===== config.mk =====
export PLATFORM = sky130hd
export DESIGN_NAME = ipf_top
export DESIGN_NICKNAME = d
export VERILOG_FILES = /design/src/common/ipf_pkg.sv /design/src/rtl/ipf_top.sv
export SDC_FILE = /design/constraint.sdc
export NUM_CORES = 1
export LEC_CHECK = 0
export ABC_AREA = 1
export BUFFER_PORTS_ARGS = -buffer_cell sky130_fd_sc_hd__buf_4
export CAP_MARGIN = 20
export CORE_MARGIN = 2
export CORE_UTILIZATION = 25
export CTS_CLUSTER_DIAMETER = 50
export CTS_CLUSTER_SIZE = 14
export DETAILED_ROUTE_END_ITERATION = 7
export PLACE_DENSITY = 0.56
export SLEW_MARGIN = 20
export SYNTH_ARGS = -nofsm -noshare
export SYNTH_HDL_FRONTEND = slang
export SYNTH_SLANG_ARGS = --single-unit

===== constraint.sdc =====
create_clock -name clk_i -period 1.55 [get_ports clk_i]
set_input_delay 0.31 -clock clk_i [delete_from_list [all_inputs] [get_ports clk_i]]
set_output_delay 0.31 -clock clk_i [all_outputs]
set_load 0.02 [all_outputs]

===== src/common/ipf_pkg.sv =====
package ipf_pkg;

  // Number of priority fields held by this block
  localparam int NSRC = 6;

  // Register word offsets on the bus (byte addresses)
  localparam logic [11:0] OFS_GROUP_B = 12'h000;
  localparam logic [11:0] OFS_GROUP_C = 12'h004;

  // Field encodings
  localparam logic [2:0] FIELD_RESET = 3'h4;
  localparam logic [2:0] PRIO_MAX = 3'h7;
  localparam logic [2:0] PRIO_MIN = 3'h1;
  localparam logic [2:0] PRIO_OFF = 3'h0;
  localparam int FIELD_W = 3;

  // Source order inside the output array
  typedef enum logic [2:0] {
    SRC_I2C_SLAVE2 = 3'b000,
    SRC_TIMER7     = 3'b001,
    SRC_CAN2_RX    = 3'b010,
    SRC_EXT4       = 3'b011,
    SRC_EXT3       = 3'b100,
    SRC_TIMER9     = 3'b101
  } ipf_src_e;

  // Which register holds each source (0 = group_b, 1 = group_c)
  localparam logic SRC_REG [NSRC] = '{1'b0, 1'b0, 1'b1, 1'b1, 1'b1, 1'b1};
  // Lowest bit of each source's field within its register
  localparam int SRC_LSB [NSRC] = '{4, 0, 12, 8, 4, 0};

  // Per-source priority as seen by the arbiter
  typedef struct packed {
    logic [2:0] level;
    logic enabled;
  } ipf_src_s;

endpackage


===== src/rtl/ipf_top.sv =====
// Functional notes
// RULE1: Field code 111 gives the source the highest level, seven.
// RULE2: Code 001 is level one; code 000 disables the source completely.
// RULE3: Codes map linearly to levels; larger code always means higher priority.
// RULE4: Every field resets to 100, level four; all field bits read and write.
// RULE5: Bits 15, 11, 7 and 3 read zero and ignore writes.
// RULE6: I2C slave two event priority sits in bits 6..4 of group_b.
// RULE7: CAN two receive-ready priority sits in bits 14..12 of group_c.
// RULE8: External interrupt four priority sits in bits 10..8 of group_c.
// RULE9: External interrupt three priority sits in bits 6..4 of group_c.
// RULE10: Timer nine priority sits in bits 2..0 of group_c.
// RULE11: Timer seven priority sits in bits 2..0 of group_b, same encoding.
//
// The APB interface to the registers and the register offsets were decided locally.
`timescale 1ns/1ps
module ipf_top
  import ipf_pkg::*;
(
  // Clock and reset
  input wire logic clk_i,
  input wire logic reset_n_i,
  // APB slave
  input wire logic psel_i,
  input wire logic penable_i,
  input wire logic pwrite_i,
  input wire logic [11:0] paddr_i,
  input wire logic [31:0] pwdata_i,
  output logic [31:0] prdata_o,
  output logic pready_o,
  output logic pslverr_o,
  // Priorities toward the arbiter
  output ipf_src_s [NSRC-1:0] src_o
);

  logic [2:0] level_q [NSRC];
  logic [NSRC-1:0] en_q;
  logic [31:0] prdata_q;
  logic pready_q;
  logic pslverr_q;
  logic hit_b;
  logic hit_c;
  logic setup;
  logic commit;
  logic wr_b;
  logic wr_c;
  logic [31:0] rd_word;

  // Address decode
  always_comb
  begin
    hit_b = 1'b0;
    hit_c = 1'b0;
    if (paddr_i == OFS_GROUP_B)
    begin
      hit_b = 1'b1;
    end
    else if (paddr_i == OFS_GROUP_C)
    begin
      hit_c = 1'b1;
    end
  end

  // Phase qualifiers; writes land only on the completing edge
  assign setup = psel_i && !penable_i;
  assign commit = psel_i && penable_i && pready_q;
  assign wr_b = commit && pwrite_i && hit_b;
  assign wr_c = commit && pwrite_i && hit_c;

  // Priority fields, one flop group per source
  for (genvar g = 0; g < NSRC; g++)
  begin : g_src
    localparam int LSB = SRC_LSB[g];
    logic sel;
    assign sel = SRC_REG[g] ? wr_c : wr_b; // RULE6 RULE7 RULE8 RULE9 RULE10 RULE11

    // Enable kept in its own flop so the output is registered
    always_ff @(posedge clk_i or negedge reset_n_i)
    begin
      if (!reset_n_i)
      begin
        level_q[g] <= FIELD_RESET; // RULE4
        en_q[g] <= 1'b1;
      end
      else if (sel)
      begin
        level_q[g] <= pwdata_i[LSB +: FIELD_W]; // RULE1 RULE3
        en_q[g] <= (pwdata_i[LSB +: FIELD_W] != PRIO_OFF); // RULE2
      end
    end

    assign src_o[g] = '{level: level_q[g], enabled: en_q[g]};
  end

  // Read word; unimplemented bits stay zero
  always_comb
  begin
    rd_word = 32'h0000_0000; // RULE5
    for (int i = 0; i < NSRC; i++)
    begin
      if ((SRC_REG[i] && hit_c) || (!SRC_REG[i] && hit_b))
      begin
        rd_word[SRC_LSB[i] +: FIELD_W] = level_q[i];
      end
    end
  end

  // Zero-wait answer: data and ready raised for the access phase
  always_ff @(posedge clk_i or negedge reset_n_i)
  begin
    if (!reset_n_i)
    begin
      pready_q <= 1'b0;
      pslverr_q <= 1'b0;
      prdata_q <= 32'h0000_0000;
    end
    else if (setup)
    begin
      pready_q <= 1'b1;
      pslverr_q <= !(hit_b || hit_c);
      prdata_q <= pwrite_i ? 32'h0000_0000 : rd_word;
    end
    else
    begin
      pready_q <= 1'b0;
      pslverr_q <= 1'b0;
      prdata_q <= 32'h0000_0000;
    end
  end

  assign prdata_o = prdata_q;
  assign pready_o = pready_q;
  assign pslverr_o = pslverr_q;

  // Checks on the priority fields
  property p_max_code;
    @(posedge clk_i) disable iff (!reset_n_i)
    (wr_c && pwdata_i[2:0] == PRIO_MAX) |=> (level_q[SRC_TIMER9] == 3'h7) && en_q[SRC_TIMER9];
  endproperty
  a_max_code: assert property (p_max_code) else $error("all-ones code did not give level seven"); // RULE1

  property p_off_code;
    @(posedge clk_i) disable iff (!reset_n_i)
    (wr_b && pwdata_i[2:0] == PRIO_OFF) |=> !en_q[SRC_TIMER7] && level_q[SRC_TIMER7] == 3'h0;
  endproperty
  a_off_code: assert property (p_off_code) else $error("zero code left source enabled"); // RULE2

  property p_min_code;
    @(posedge clk_i) disable iff (!reset_n_i)
    (wr_c && pwdata_i[6:4] == PRIO_MIN) |=> en_q[SRC_EXT3] && level_q[SRC_EXT3] == 3'h1;
  endproperty
  a_min_code: assert property (p_min_code) else $error("code 001 did not give level one"); // RULE2

  property p_linear;
    @(posedge clk_i) disable iff (!reset_n_i)
    (level_q[SRC_EXT4] > level_q[SRC_CAN2_RX]) |-> en_q[SRC_EXT4]
      && (en_q[SRC_CAN2_RX] == (level_q[SRC_CAN2_RX] != 3'h0));
  endproperty
  a_linear: assert property (p_linear) else $error("level order or enable disagrees with code"); // RULE3

  property p_reset_value;
    @(posedge clk_i) disable iff (!reset_n_i)
    $rose(reset_n_i) |-> level_q[SRC_I2C_SLAVE2] == 3'h4 && level_q[SRC_TIMER9] == 3'h4 && (&en_q);
  endproperty
  a_reset_value: assert property (p_reset_value) else $error("field not at level four after reset"); // RULE4

  property p_reserved_zero;
    @(posedge clk_i) disable iff (!reset_n_i)
    pready_q |-> prdata_q[31:16] == 16'h0000 && !prdata_q[15] && !prdata_q[11] && !prdata_q[7] && !prdata_q[3];
  endproperty
  a_reserved_zero: assert property (p_reserved_zero) else $error("unimplemented bit read as one"); // RULE5

  property p_i2c_field;
    @(posedge clk_i) disable iff (!reset_n_i)
    wr_b |=> level_q[SRC_I2C_SLAVE2] == $past(pwdata_i[6:4]);
  endproperty
  a_i2c_field: assert property (p_i2c_field) else $error("i2c slave field not from bits 6..4"); // RULE6

  property p_can_field;
    @(posedge clk_i) disable iff (!reset_n_i)
    wr_c |=> level_q[SRC_CAN2_RX] == $past(pwdata_i[14:12]);
  endproperty
  a_can_field: assert property (p_can_field) else $error("can rx field not from bits 14..12"); // RULE7

  property p_ext4_field;
    @(posedge clk_i) disable iff (!reset_n_i)
    wr_c |=> level_q[SRC_EXT4] == $past(pwdata_i[10:8]);
  endproperty
  a_ext4_field: assert property (p_ext4_field) else $error("ext four field not from bits 10..8"); // RULE8

  property p_ext3_field;
    @(posedge clk_i) disable iff (!reset_n_i)
    wr_c |=> level_q[SRC_EXT3] == $past(pwdata_i[6:4]);
  endproperty
  a_ext3_field: assert property (p_ext3_field) else $error("ext three field not from bits 6..4"); // RULE9

  property p_t9_field;
    @(posedge clk_i) disable iff (!reset_n_i)
    wr_c |=> level_q[SRC_TIMER9] == $past(pwdata_i[2:0]);
  endproperty
  a_t9_field: assert property (p_t9_field) else $error("timer nine field not from bits 2..0"); // RULE10

  property p_t7_field;
    @(posedge clk_i) disable iff (!reset_n_i)
    (!wr_b ##1 wr_b) |=> level_q[SRC_TIMER7] == $past(pwdata_i[2:0]) && $stable(level_q[SRC_CAN2_RX]);
  endproperty
  a_t7_field: assert property (p_t7_field) else $error("timer seven field wrong or group_c disturbed"); // RULE11

  // Bus answer checks; software polling relies on exactly one access cycle
  property p_ready_pulse;
    @(posedge clk_i) disable iff (!reset_n_i)
    pready_q |=> !pready_q;
  endproperty
  a_ready_pulse: assert property (p_ready_pulse) else $error("ready stood longer than one cycle");

  property p_ready_after_setup;
    @(posedge clk_i) disable iff (!reset_n_i)
    setup |=> pready_q;
  endproperty
  a_ready_after_setup: assert property (p_ready_after_setup) else $error("no ready after setup");

  property p_ready_cause;
    @(posedge clk_i) disable iff (!reset_n_i)
    pready_q |-> $past(setup);
  endproperty
  a_ready_cause: assert property (p_ready_cause) else $error("ready without a setup cycle");

  property p_err_with_ready;
    @(posedge clk_i) disable iff (!reset_n_i)
    pslverr_q |-> pready_q;
  endproperty
  a_err_with_ready: assert property (p_err_with_ready) else $error("error flag outside access cycle");

  property p_err_unmapped;
    @(posedge clk_i) disable iff (!reset_n_i)
    (setup && !(hit_b || hit_c)) |=> pslverr_q;
  endproperty
  a_err_unmapped: assert property (p_err_unmapped) else $error("unmapped access not flagged");

  property p_idle_data_zero;
    @(posedge clk_i) disable iff (!reset_n_i)
    !pready_q |-> prdata_q == 32'h0000_0000;
  endproperty
  a_idle_data_zero: assert property (p_idle_data_zero) else $error("read data not zero while idle");

  // Read-back of whole words; fields must come back as written
  property p_read_word_b;
    @(posedge clk_i) disable iff (!reset_n_i)
    (setup && !pwrite_i && hit_b) |=> prdata_q[15:0] == {9'h000, level_q[SRC_I2C_SLAVE2], 1'b0, level_q[SRC_TIMER7]};
  endproperty
  a_read_word_b: assert property (p_read_word_b) else $error("group_b read word wrong"); // RULE4

  property p_read_word_c;
    @(posedge clk_i) disable iff (!reset_n_i)
    (setup && !pwrite_i && hit_c) |=> prdata_q[15:0] == {1'b0, level_q[SRC_CAN2_RX], 1'b0, level_q[SRC_EXT4],
      1'b0, level_q[SRC_EXT3], 1'b0, level_q[SRC_TIMER9]};
  endproperty
  a_read_word_c: assert property (p_read_word_c) else $error("group_c read word wrong"); // RULE4

  // Writes must not leak into the other register or from unmapped places
  property p_unmapped_write;
    @(posedge clk_i) disable iff (!reset_n_i)
    (commit && pwrite_i && !(hit_b || hit_c)) |=> $stable(en_q) && $stable(level_q[SRC_TIMER9]);
  endproperty
  a_unmapped_write: assert property (p_unmapped_write) else $error("unmapped write changed a field");

  property p_b_keeps_c;
    @(posedge clk_i) disable iff (!reset_n_i)
    wr_b |=> $stable(level_q[SRC_EXT4]) && $stable(level_q[SRC_EXT3]) && $stable(level_q[SRC_TIMER9]);
  endproperty
  a_b_keeps_c: assert property (p_b_keeps_c) else $error("group_b write disturbed group_c"); // RULE6

  property p_c_keeps_b;
    @(posedge clk_i) disable iff (!reset_n_i)
    wr_c |=> $stable(level_q[SRC_I2C_SLAVE2]) && $stable(level_q[SRC_TIMER7]);
  endproperty
  a_c_keeps_b: assert property (p_c_keeps_b) else $error("group_c write disturbed group_b"); // RULE7

  property p_hold_no_write;
    @(posedge clk_i) disable iff (!reset_n_i)
    (!wr_b && !wr_c) |=> $stable(en_q) && $stable(level_q[SRC_CAN2_RX]);
  endproperty
  a_hold_no_write: assert property (p_hold_no_write) else $error("field changed without a write"); // RULE4

  // Enable must follow the code in every cycle
  property p_enable_t9;
    @(posedge clk_i) disable iff (!reset_n_i)
    en_q[SRC_TIMER9] == (level_q[SRC_TIMER9] != PRIO_OFF);
  endproperty
  a_enable_t9: assert property (p_enable_t9) else $error("timer nine enable disagrees with code"); // RULE2

  property p_enable_i2c;
    @(posedge clk_i) disable iff (!reset_n_i)
    en_q[SRC_I2C_SLAVE2] == (level_q[SRC_I2C_SLAVE2] != PRIO_OFF);
  endproperty
  a_enable_i2c: assert property (p_enable_i2c) else $error("i2c slave enable disagrees with code"); // RULE2

  property p_i2c_max;
    @(posedge clk_i) disable iff (!reset_n_i)
    (wr_b && pwdata_i[6:4] == PRIO_MAX) |=> level_q[SRC_I2C_SLAVE2] == 3'h7 && en_q[SRC_I2C_SLAVE2];
  endproperty
  a_i2c_max: assert property (p_i2c_max) else $error("i2c slave all-ones code not level seven"); // RULE1

endmodule


* After elaboration in Yosys (flattened, before gate mapping) *
Cells that the tools add are included.

storage, ports and cells
  bits in registers = 58
  output and inout port bits = 58
  word-level logic and storage cells = 43

operators by class
  eq/ne operators = 1
  muxes and demuxes = 13
  reduce and logical (&&, ||, !) cells = 14

operator list
  kind                 number
  $mux 15              2
  $mux 3               6
  $eq 12x3->1 const B  1
  $logic_not 12->1     1
  $reduce_bool 3->1    4
  $logic_and 1x1->1    6
  $mux 1               5
  $logic_not 1->1      2
  $logic_or 1x1->1     1

* Longest topological paths before layout *
Gate-level depths: netlist of the first run.

  word-level depth = 6
  depth in mapped cells = 7
  gate-level depth less buffers = 6

* Worst setup path after synthesis of the first run *
Ideal clock, no wire load.

  kind = register to register
  start point = register pready_q, in the netlist pready_o
  end point = register level_q (netlist bit src_o[17])
  arrival time = 1.167 ns
  data required time = 1.432 ns
  setup slack = 0.265 ns
  cell stages (with the launch flop) = 7
  path buffers = 1
  clock period less this slack = 1.285 ns
  cells stage by stage = dfrtp_1 -> nand3_1 -> nor2_4 -> nand3_4 -> buf_6 -> nand2_2 -> o21ai_2

on the way
  cells in the longest elaborated chain, start to end = 3

RTL lines
  element                         RTL line        source
  start: declaration              ipf_top.sv:38   logic pready_q;
  start signal: assignment        ipf_top.sv:112  pready_q <= 1'b0;
  start signal: assignment        ipf_top.sv:118  pready_q <= 1'b1;
  start signal: assignment        ipf_top.sv:124  pready_q <= 1'b0;
  $logic_and 1x1->1               ipf_top.sv:65   assign commit = psel_i && penable_i && pready_q;
  $logic_and 1x1->1 (2 in a row)  ipf_top.sv:67   assign wr_c = commit && pwrite_i && hit_c;
  end signal: indexed assignment  ipf_top.sv:86   level_q[g] <= pwdata_i[LSB +: FIELD_W];
  end: declaration                ipf_top.sv:35   logic [2:0] level_q [NSRC];

Every way passes these cells.
A chain may end at the register's enable or synchronous reset.

* Final worst setup path of the first run *
  start point = register pready_q, in the netlist pready_o
  end point = register level_q (netlist bit src_o[5])

on the way
  cells in the longest elaborated chain, start to end = 3

RTL lines
  element                         RTL line       source
  $logic_and 1x1->1               ipf_top.sv:65
  $logic_and 1x1->1 (2 in a row)  ipf_top.sv:66  assign wr_b = commit && pwrite_i && hit_b;

Every way passes these cells.

==> impl_metrics.csv, run 1 <==
group,metric,value,unit
run_status,status,"complete, but fails checks",
run_status,violated_checks,"negative hold slack",
yosys,seq_area_frac_synth,50.8,%
global_routing,grt_start_max_net_pins,39,
clocking,root_buffer,"sky130_fd_sc_hd__clkbuf_8",
worst_setup_path,r2r.worst_path.cells,5,
die,die_area,0.00832,mm^2
pwr,swShare,24.8,%
clocking,post_cts_setup_repair_bufs,0,
drt,antenna_left,0,
worst_setup_path,timing.critical_path.slowest_stage_cell,"sky130_fd_sc_hd__dfrtp_1",
worst_setup_path,arrival,1470,ps
layout,area_taken_by_multi_input_logic_gates,751,um^2
die,std_cell_rows,31,
clocking,worst_skew_pair.late_latency,280,ps
worst_setup_path,critPathLaunchType,"flop",
layout,share_of_cells_above_drive_strength_1,51.2,%
drt,remaining_drc_errors,0,
clocking,tritoncts,"built",
clocking,cts_sinks,38,
global_routing,gr-usage-all-layers,10.8,%
clocking,cts.clk_slew.worst_paths,70,ps
pwr,internal-power,0.00142,W
drt,dr_total_vias,1421,
sta,finalClockSkew,1.76,ps
global_routing,first_global_vias,1447,
sta,post-route-period-util,83.9,%
yosys,post_synthesis_instance_area,0.00190,mm^2
placed_design,port_buffers,66,
pwr,share_comb_of_total_power,10.0,%
drt,route.detailed.wl_per_inst,11.9,um
worst_setup_path,critPathRequiredTime,1720,ps
die,fp.coreArea,0.00729,mm^2
clocking,cts_made_buffers,5,
layout,fillerInstances,760,
yosys,synth.top_cell.area_share,34.2,%
clocking,clock_path_buffers,2,
clocking,cts_hold_buf,0,
yosys,netlist_instances,185,
drt,dr.pass1.iters,4,
worst_setup_path,worstPathCellList,"nand3_1, nor2_4, nand3_4, nand2_1, o21ai_2",
pwr,p_seq_share,52.8,%
placed_design,place_congestion,0.722,
worst_setup_path,endpoint_kind_of_the_worst_setup_timing_path,"flop",
yosys,post_synth.cell_area_avg,10.3,um^2
global_routing,gr_overflow_total,0,
pwr,clock_power_share,37.1,%
yosys,synth_area_leader_cell,"sky130_fd_sc_hd__dfrtp_1",
global_routing,grt_first_pass_wirelength,7180,um
placed_design,dp_slack,23.4,ps
yosys,yosys-top-cells-area,"sky130_fd_sc_hd__dfrtp_1 34%, sky130_fd_sc_hd__dfstp_2 17%, sky130_fd_sc_hd__o21ai_2 9.2%, sky130_fd_sc_hd__buf_4 7.9%, sky130_fd_sc_hd__nand2_1 4.7%",
layout,layout.area.seq,966,um^2
sta,post-route-min-period,1300,ps
yosys,synth-seq-cells,38,
sta,timing.final.hold_violations,22,
sta,final_setup_fails,0,
drt,postRouteWirelength,4250,um
sta,slew_violations,0,
sta,timing.final.ws_setup,249,ps
pwr,static-leakage-power,1.26,nW
layout,insertedDiodeCount,0,
pwr,power_density,745,mW/mm^2
layout,layout.nets,306,
drt,routed_via_density,3.98,
clocking,cts.htree.levels,2,
die,chipWidth,91.2,um
die,ios,107,
yosys,yosys_warn_count,0,
sta,fin_hold_ws,-9.92,ps
worst_setup_path,largest_fanout_on_the_critical_path,16,
worst_setup_path,crit_type,"reg -> reg",
worst_setup_path,slowest_delay,360,ps
sta,rsz0062_at_grt,"false",
sta,final.setup.tns,0,ps
placed_design,dp_hpwl,3250,um
pwr,switchingPower,0.000468,W
die,floorplan.initialDensity,26.1,%
drt,drtIter0Drc,44,
layout,syn_to_final_growth,33.2,%
pwr,ir_drop,266,uV
worst_hold_path,holdCritPathClass,"in -> async",
global_routing,antenna_found_initial,0,
clocking,cts_resized,0,
sta,max_clock_freq,0.769,GHz
yosys,count_of_distinct_cell_types_in_the_synthesized_netlist,22,
flow_run,cap_violations,0,
die,chipHeight,91.2,um
flip-flops by register name (all words and copies together) (netlist names):
register and cells:
pready_o 1, pslverr_o 1, prdata_o 12, src_o 24
cells in the mapped netlist:
master	n
sky130_fd_sc_hd__nor3_1	2
sky130_fd_sc_hd__dfrtp_1	26
sky130_fd_sc_hd__nor2_4	2
sky130_fd_sc_hd__buf_4	20
sky130_fd_sc_hd__a21oi_1	7
sky130_fd_sc_hd__nor2_1	7
sky130_fd_sc_hd__dfstp_2	12
sky130_fd_sc_hd__conb_1	1
sky130_fd_sc_hd__nor2_2	2
sky130_fd_sc_hd__nand4_1	4
sky130_fd_sc_hd__inv_1	14
sky130_fd_sc_hd__or2_4	1
sky130_fd_sc_hd__nor2_8	2
sky130_fd_sc_hd__nand2_1	24
sky130_fd_sc_hd__buf_6	4
sky130_fd_sc_hd__nor3b_1	6
sky130_fd_sc_hd__nand2_2	12
sky130_fd_sc_hd__inv_2	1
sky130_fd_sc_hd__nand3_1	15
sky130_fd_sc_hd__o21ai_2	20
sky130_fd_sc_hd__buf_2	1
sky130_fd_sc_hd__nand3_4	2
worst paths after layout:
| check | endpoint | slack (ps) | start |
|---|---|---|---|
| setup / recovery | src_o[5] | 250 | pready_o |
| setup reg to reg | src_o[5] | 250 | pready_o |
| min in group clk_i | pready_o | 210 | penable_i |
| hold / removal | prdata_o[6] | -10 | reset_n_i |
| hold reg to reg | src_o[8] | 470 | src_o[8] |
| max in group asynchronous | src_o[11] | 1200 | reset_n_i |
critical path, delay by kind of cell (launching register included):
family | cells | cell delay, ps
simple gates | 4 | 760
flops | 1 | 360
compound gates | 1 | 60
routing by layer:
metal | vias to the layer above | global-route usage, % | wire (um)
met2 | 49 | 17.9 | 2120
met3 | 6 | 2.24 | 196
met5 | - | 0 | 0
li1 | 707 | - | -
met4 | 0 | 4.17 | 72
met1 | 659 | 13.8 | 1860
per-stage QoR:
stage	hold WS [ps]	area, um^2	total power, W	std cells	util, %
after floorplan	14.4	1970	0.00115	204	-
after global placement	314	2440	0.00121	349	33.5
after detailed placement	313	2440	0.00121	349	33.5
after CTS	1.50	2530	0.00192	357	34.7
after global routing	28.2	2530	0.00197	357	34.7
final	-9.92	2530	0.00189	357	34.7
logic make-up (layout without fill, tap and decap cells):
logic type	count (synthesis)	count (layout)	share of synthesized area, %
flops	38	38	50.8
other cells	1	20	0.197
simple gates	79	79	24.5
buf+inv	40	94	13.5
compound gates	27	27	11.1
cells in the final DEF, fill, tap and decap left out, types with 4 or more instances in the layout:
master / Yosys / layout
sky130_fd_sc_hd__buf_4: 20 / 70
sky130_fd_sc_hd__dfrtp_1: 26 / 26
sky130_fd_sc_hd__nand2_1: 24 / 24
sky130_fd_sc_hd__o21ai_2: 20 / 20
sky130_fd_sc_hd__conb_1: 1 / 20
sky130_fd_sc_hd__nand3_1: 15 / 15
sky130_fd_sc_hd__inv_1: 14 / 14
sky130_fd_sc_hd__nand2_2: 12 / 12
sky130_fd_sc_hd__dfstp_2: 12 / 12
sky130_fd_sc_hd__nor2_1: 7 / 7
sky130_fd_sc_hd__a21oi_1: 7 / 7
sky130_fd_sc_hd__nor3b_1: 6 / 6
sky130_fd_sc_hd__clkbuf_8: 0 / 6
sky130_fd_sc_hd__nand4_1: 4 / 4
power by group through the flow:
stage                     Sequential, W  Clock (W)  Combinational (W)
after global routing           0.000997   0.000766           0.000208
after detailed placement        0.00101          0           0.000192
after floorplan                 0.00102          0           0.000128
final                          0.000997   0.000701           0.000190
after global placement          0.00101          0           0.000191
after CTS                      0.000997   0.000729           0.000192
layout make-up:
| cell class | count | area share (%) |
|---|---|---|
| clock inverter | 1 | 0.198 |
| clock buffer | 7 | 3.41 |
| timing repair buffer | 71 | 21.5 |
| inverter | 15 | 2.22 |
| multi-input combinational | 126 | 29.6 |
| sequential | 38 | 38.1 |
| tap | 99 | 4.89 |
Note: power is estimated with default switching activity, not from simulation.
==> run 2: changes to the inputs <==
==> constraint.sdc (replaced) <==
create_clock -name clk_i -period 1.3 [get_ports clk_i]
set_input_delay 0.26 -clock clk_i [delete_from_list [all_inputs] [get_ports clk_i]]
set_output_delay 0.26 -clock clk_i [all_outputs]
set_load 0.02 [all_outputs]
==> impl_metrics.csv, run 2 (synthesized netlist as in run 1, its figures left out) <==
group,metric,value,unit
clocking,cts.htree.levels,2,
global_routing,first_global_vias,1441,
worst_setup_path,crit_type,"reg -> reg",
die,chipWidth,91.2,um
layout,largest_register_ffs,24,
worst_hold_path,holdCritPathClass,"in -> reg",
clocking,cts_made_buffers,5,
clocking,root_buffer,"sky130_fd_sc_hd__clkbuf_8",
drt,route.detailed.wl_per_inst,11.8,um
pwr,ir_drop,333,uV
worst_setup_path,endpoint_kind_of_the_worst_setup_timing_path,"flop",
worst_setup_path,critPathLaunchType,"flop",
placed_design,port_buffers,66,
clocking,cts_sinks,38,
drt,antenna_left,0,
die,fp.coreArea,0.00729,mm^2
placed_design,dp_hpwl,3230,um
global_routing,grt_first_pass_wirelength,7070,um
drt,routed_via_density,3.98,
sta,rsz0062_at_grt,"true",
layout,insertedDiodeCount,0,
sta,final.setup.tns,0,ps
drt,postRouteWirelength,4280,um
worst_setup_path,worstPathCellList,"nand3_1, nor2_4, nand3_4, nand2_1, o21ai_2",
global_routing,antenna_found_initial,0,
die,floorplan.initialDensity,26.1,%
sta,finalClockSkew,6.02,ps
clocking,worst_skew_pair.late_latency,280,ps
layout,most-common-layout-cells,"73 x sky130_fd_sc_hd__buf_4, 26 x sky130_fd_sc_hd__dfrtp_1, 24 x sky130_fd_sc_hd__nand2_1, 20 x sky130_fd_sc_hd__o21ai_2, 20 x sky130_fd_sc_hd__conb_1",
layout,layout.nets,311,
placed_design,place_congestion,0.728,
layout,layout.cells.non_filler,362,
placed_design,post-place-cells,353,
global_routing,gr-usage-all-layers,10.7,%
layout,fillerInstances,770,
clocking,post_cts_setup_repair_bufs,0,
global_routing,grt_start_max_net_pins,39,
worst_setup_path,arrival,1400,ps
sta,max_clock_freq,0.811,GHz
clocking,cts.clk_slew.worst_paths,80,ps
flow_run,cap_violations,0,
worst_setup_path,path_delay_family,"simple AND/OR/NAND/NOR gates",
sta,post-route-min-period,1230,ps
layout,syn_to_final_growth,37.0,%
die,std_cell_rows,31,
clocking,clock_path_buffers,2,
run_status,status,"finished clean",
pwr,static-leakage-power,1.30,nW
drt,dr_total_vias,1441,
layout,area_taken_by_multi_input_logic_gates,751,um^2
worst_setup_path,slowest_delay,360,ps
layout,layout.area.seq,966,um^2
global_routing,gr_overflow_total,0,
layout,final_design_area_no_fill,0.00261,mm^2
worst_setup_path,largest_fanout_on_the_critical_path,16,
placed_design,placed_area,0.00248,mm^2
die,die_area,0.00832,mm^2
worst_setup_path,timing.critical_path.slowest_stage_cell,"sky130_fd_sc_hd__dfrtp_1",
die,chipHeight,91.2,um
sta,final_setup_fails,0,
drt,dr.pass1.iters,4,
layout,share_of_cells_above_drive_strength_1,52.1,%
sta,slew_violations,0,
drt,remaining_drc_errors,0,
die,ios,107,
sta,timing.final.hold_violations,0,
worst_setup_path,critPathRequiredTime,1470,ps
worst_setup_path,worstPathBufferInverterCount,0,
sta,post-route-period-util,94.9,%
sta,fin_hold_ws,149,ps
clocking,tritoncts,"built",
layout,final_common_cell,"sky130_fd_sc_hd__buf_4",
drt,drtIter0Drc,50,
pwr,power_density,904,mW/mm^2
## run 2: cell count changes in the layout (fill, tap and decap cells not counted), sizes merged
| cell | previous run | this run |
|---|---|---|
| clkbuf | 7 | 8 |
| buf | 71 | 75 |
| clkinv | 1 | 0 |
| dlygate4sd3 | 0 | 1 |
## run 2: final cells by class
| type | instances | area share (%) |
|---|---|---|
| inverter | 15 | 2.16 |
| sequential | 38 | 37.1 |
| multi-input combinational | 126 | 28.8 |
| clock buffer | 8 | 4.23 |
| timing repair buffer | 76 | 23.0 |
| tap | 99 | 4.76 |
## run 2: final timing paths
path                           start     endpoint  slack, ps  cells past startpoint
min                        penable_i     pready_o        150                      2
min in group asynchronous  reset_n_i  prdata_o[8]        490                      2
min reg2reg                src_o[12]    src_o[12]        470                      2
max reg2reg                 pready_o     src_o[2]         70                      5
max in group asynchronous  reset_n_i    src_o[11]        460                      2
max                         pready_o     src_o[2]         70                      5
## run 2: repair_timing
action / CTS / global route
hold buffers: 1 / 0
endpoints found under the setup margin: 0 / 2
endpoints found under the hold margin: 26 / 0
gates resized for setup: 0 / 0
## run 2: power by group
| group | switching [W] | internal (W) |
|---|---|---|
| Sequential | 0.00000171 | 0.00119 |
| Clock | 0.000401 | 0.000536 |
| Combinational | 0.000148 | 0.0000812 |
| Total | 0.000551 | 0.00180 |
## run 2: metal layers
metal	part of all wire, %	global-route usage, %	wire length (um)	vias to the layer above
met3	4.9	2.49	209	4
li1	-	-	-	712
met4	1.4	4.17	59	0
met2	49	18.1	2110	52
met1	44	13.0	1900	673
met5	0	0	0	-
## run 2: stage by stage
stage                     util, %  setup WS (ps)  power [W]
after floorplan                 -           14.9    0.00137
after global placement       34.1          -89.4    0.00144
after detailed placement     34.1           -111    0.00144
after CTS                    35.7           47.6    0.00239
after global routing         35.7          -7.40    0.00245
final                        35.7           66.5    0.00235
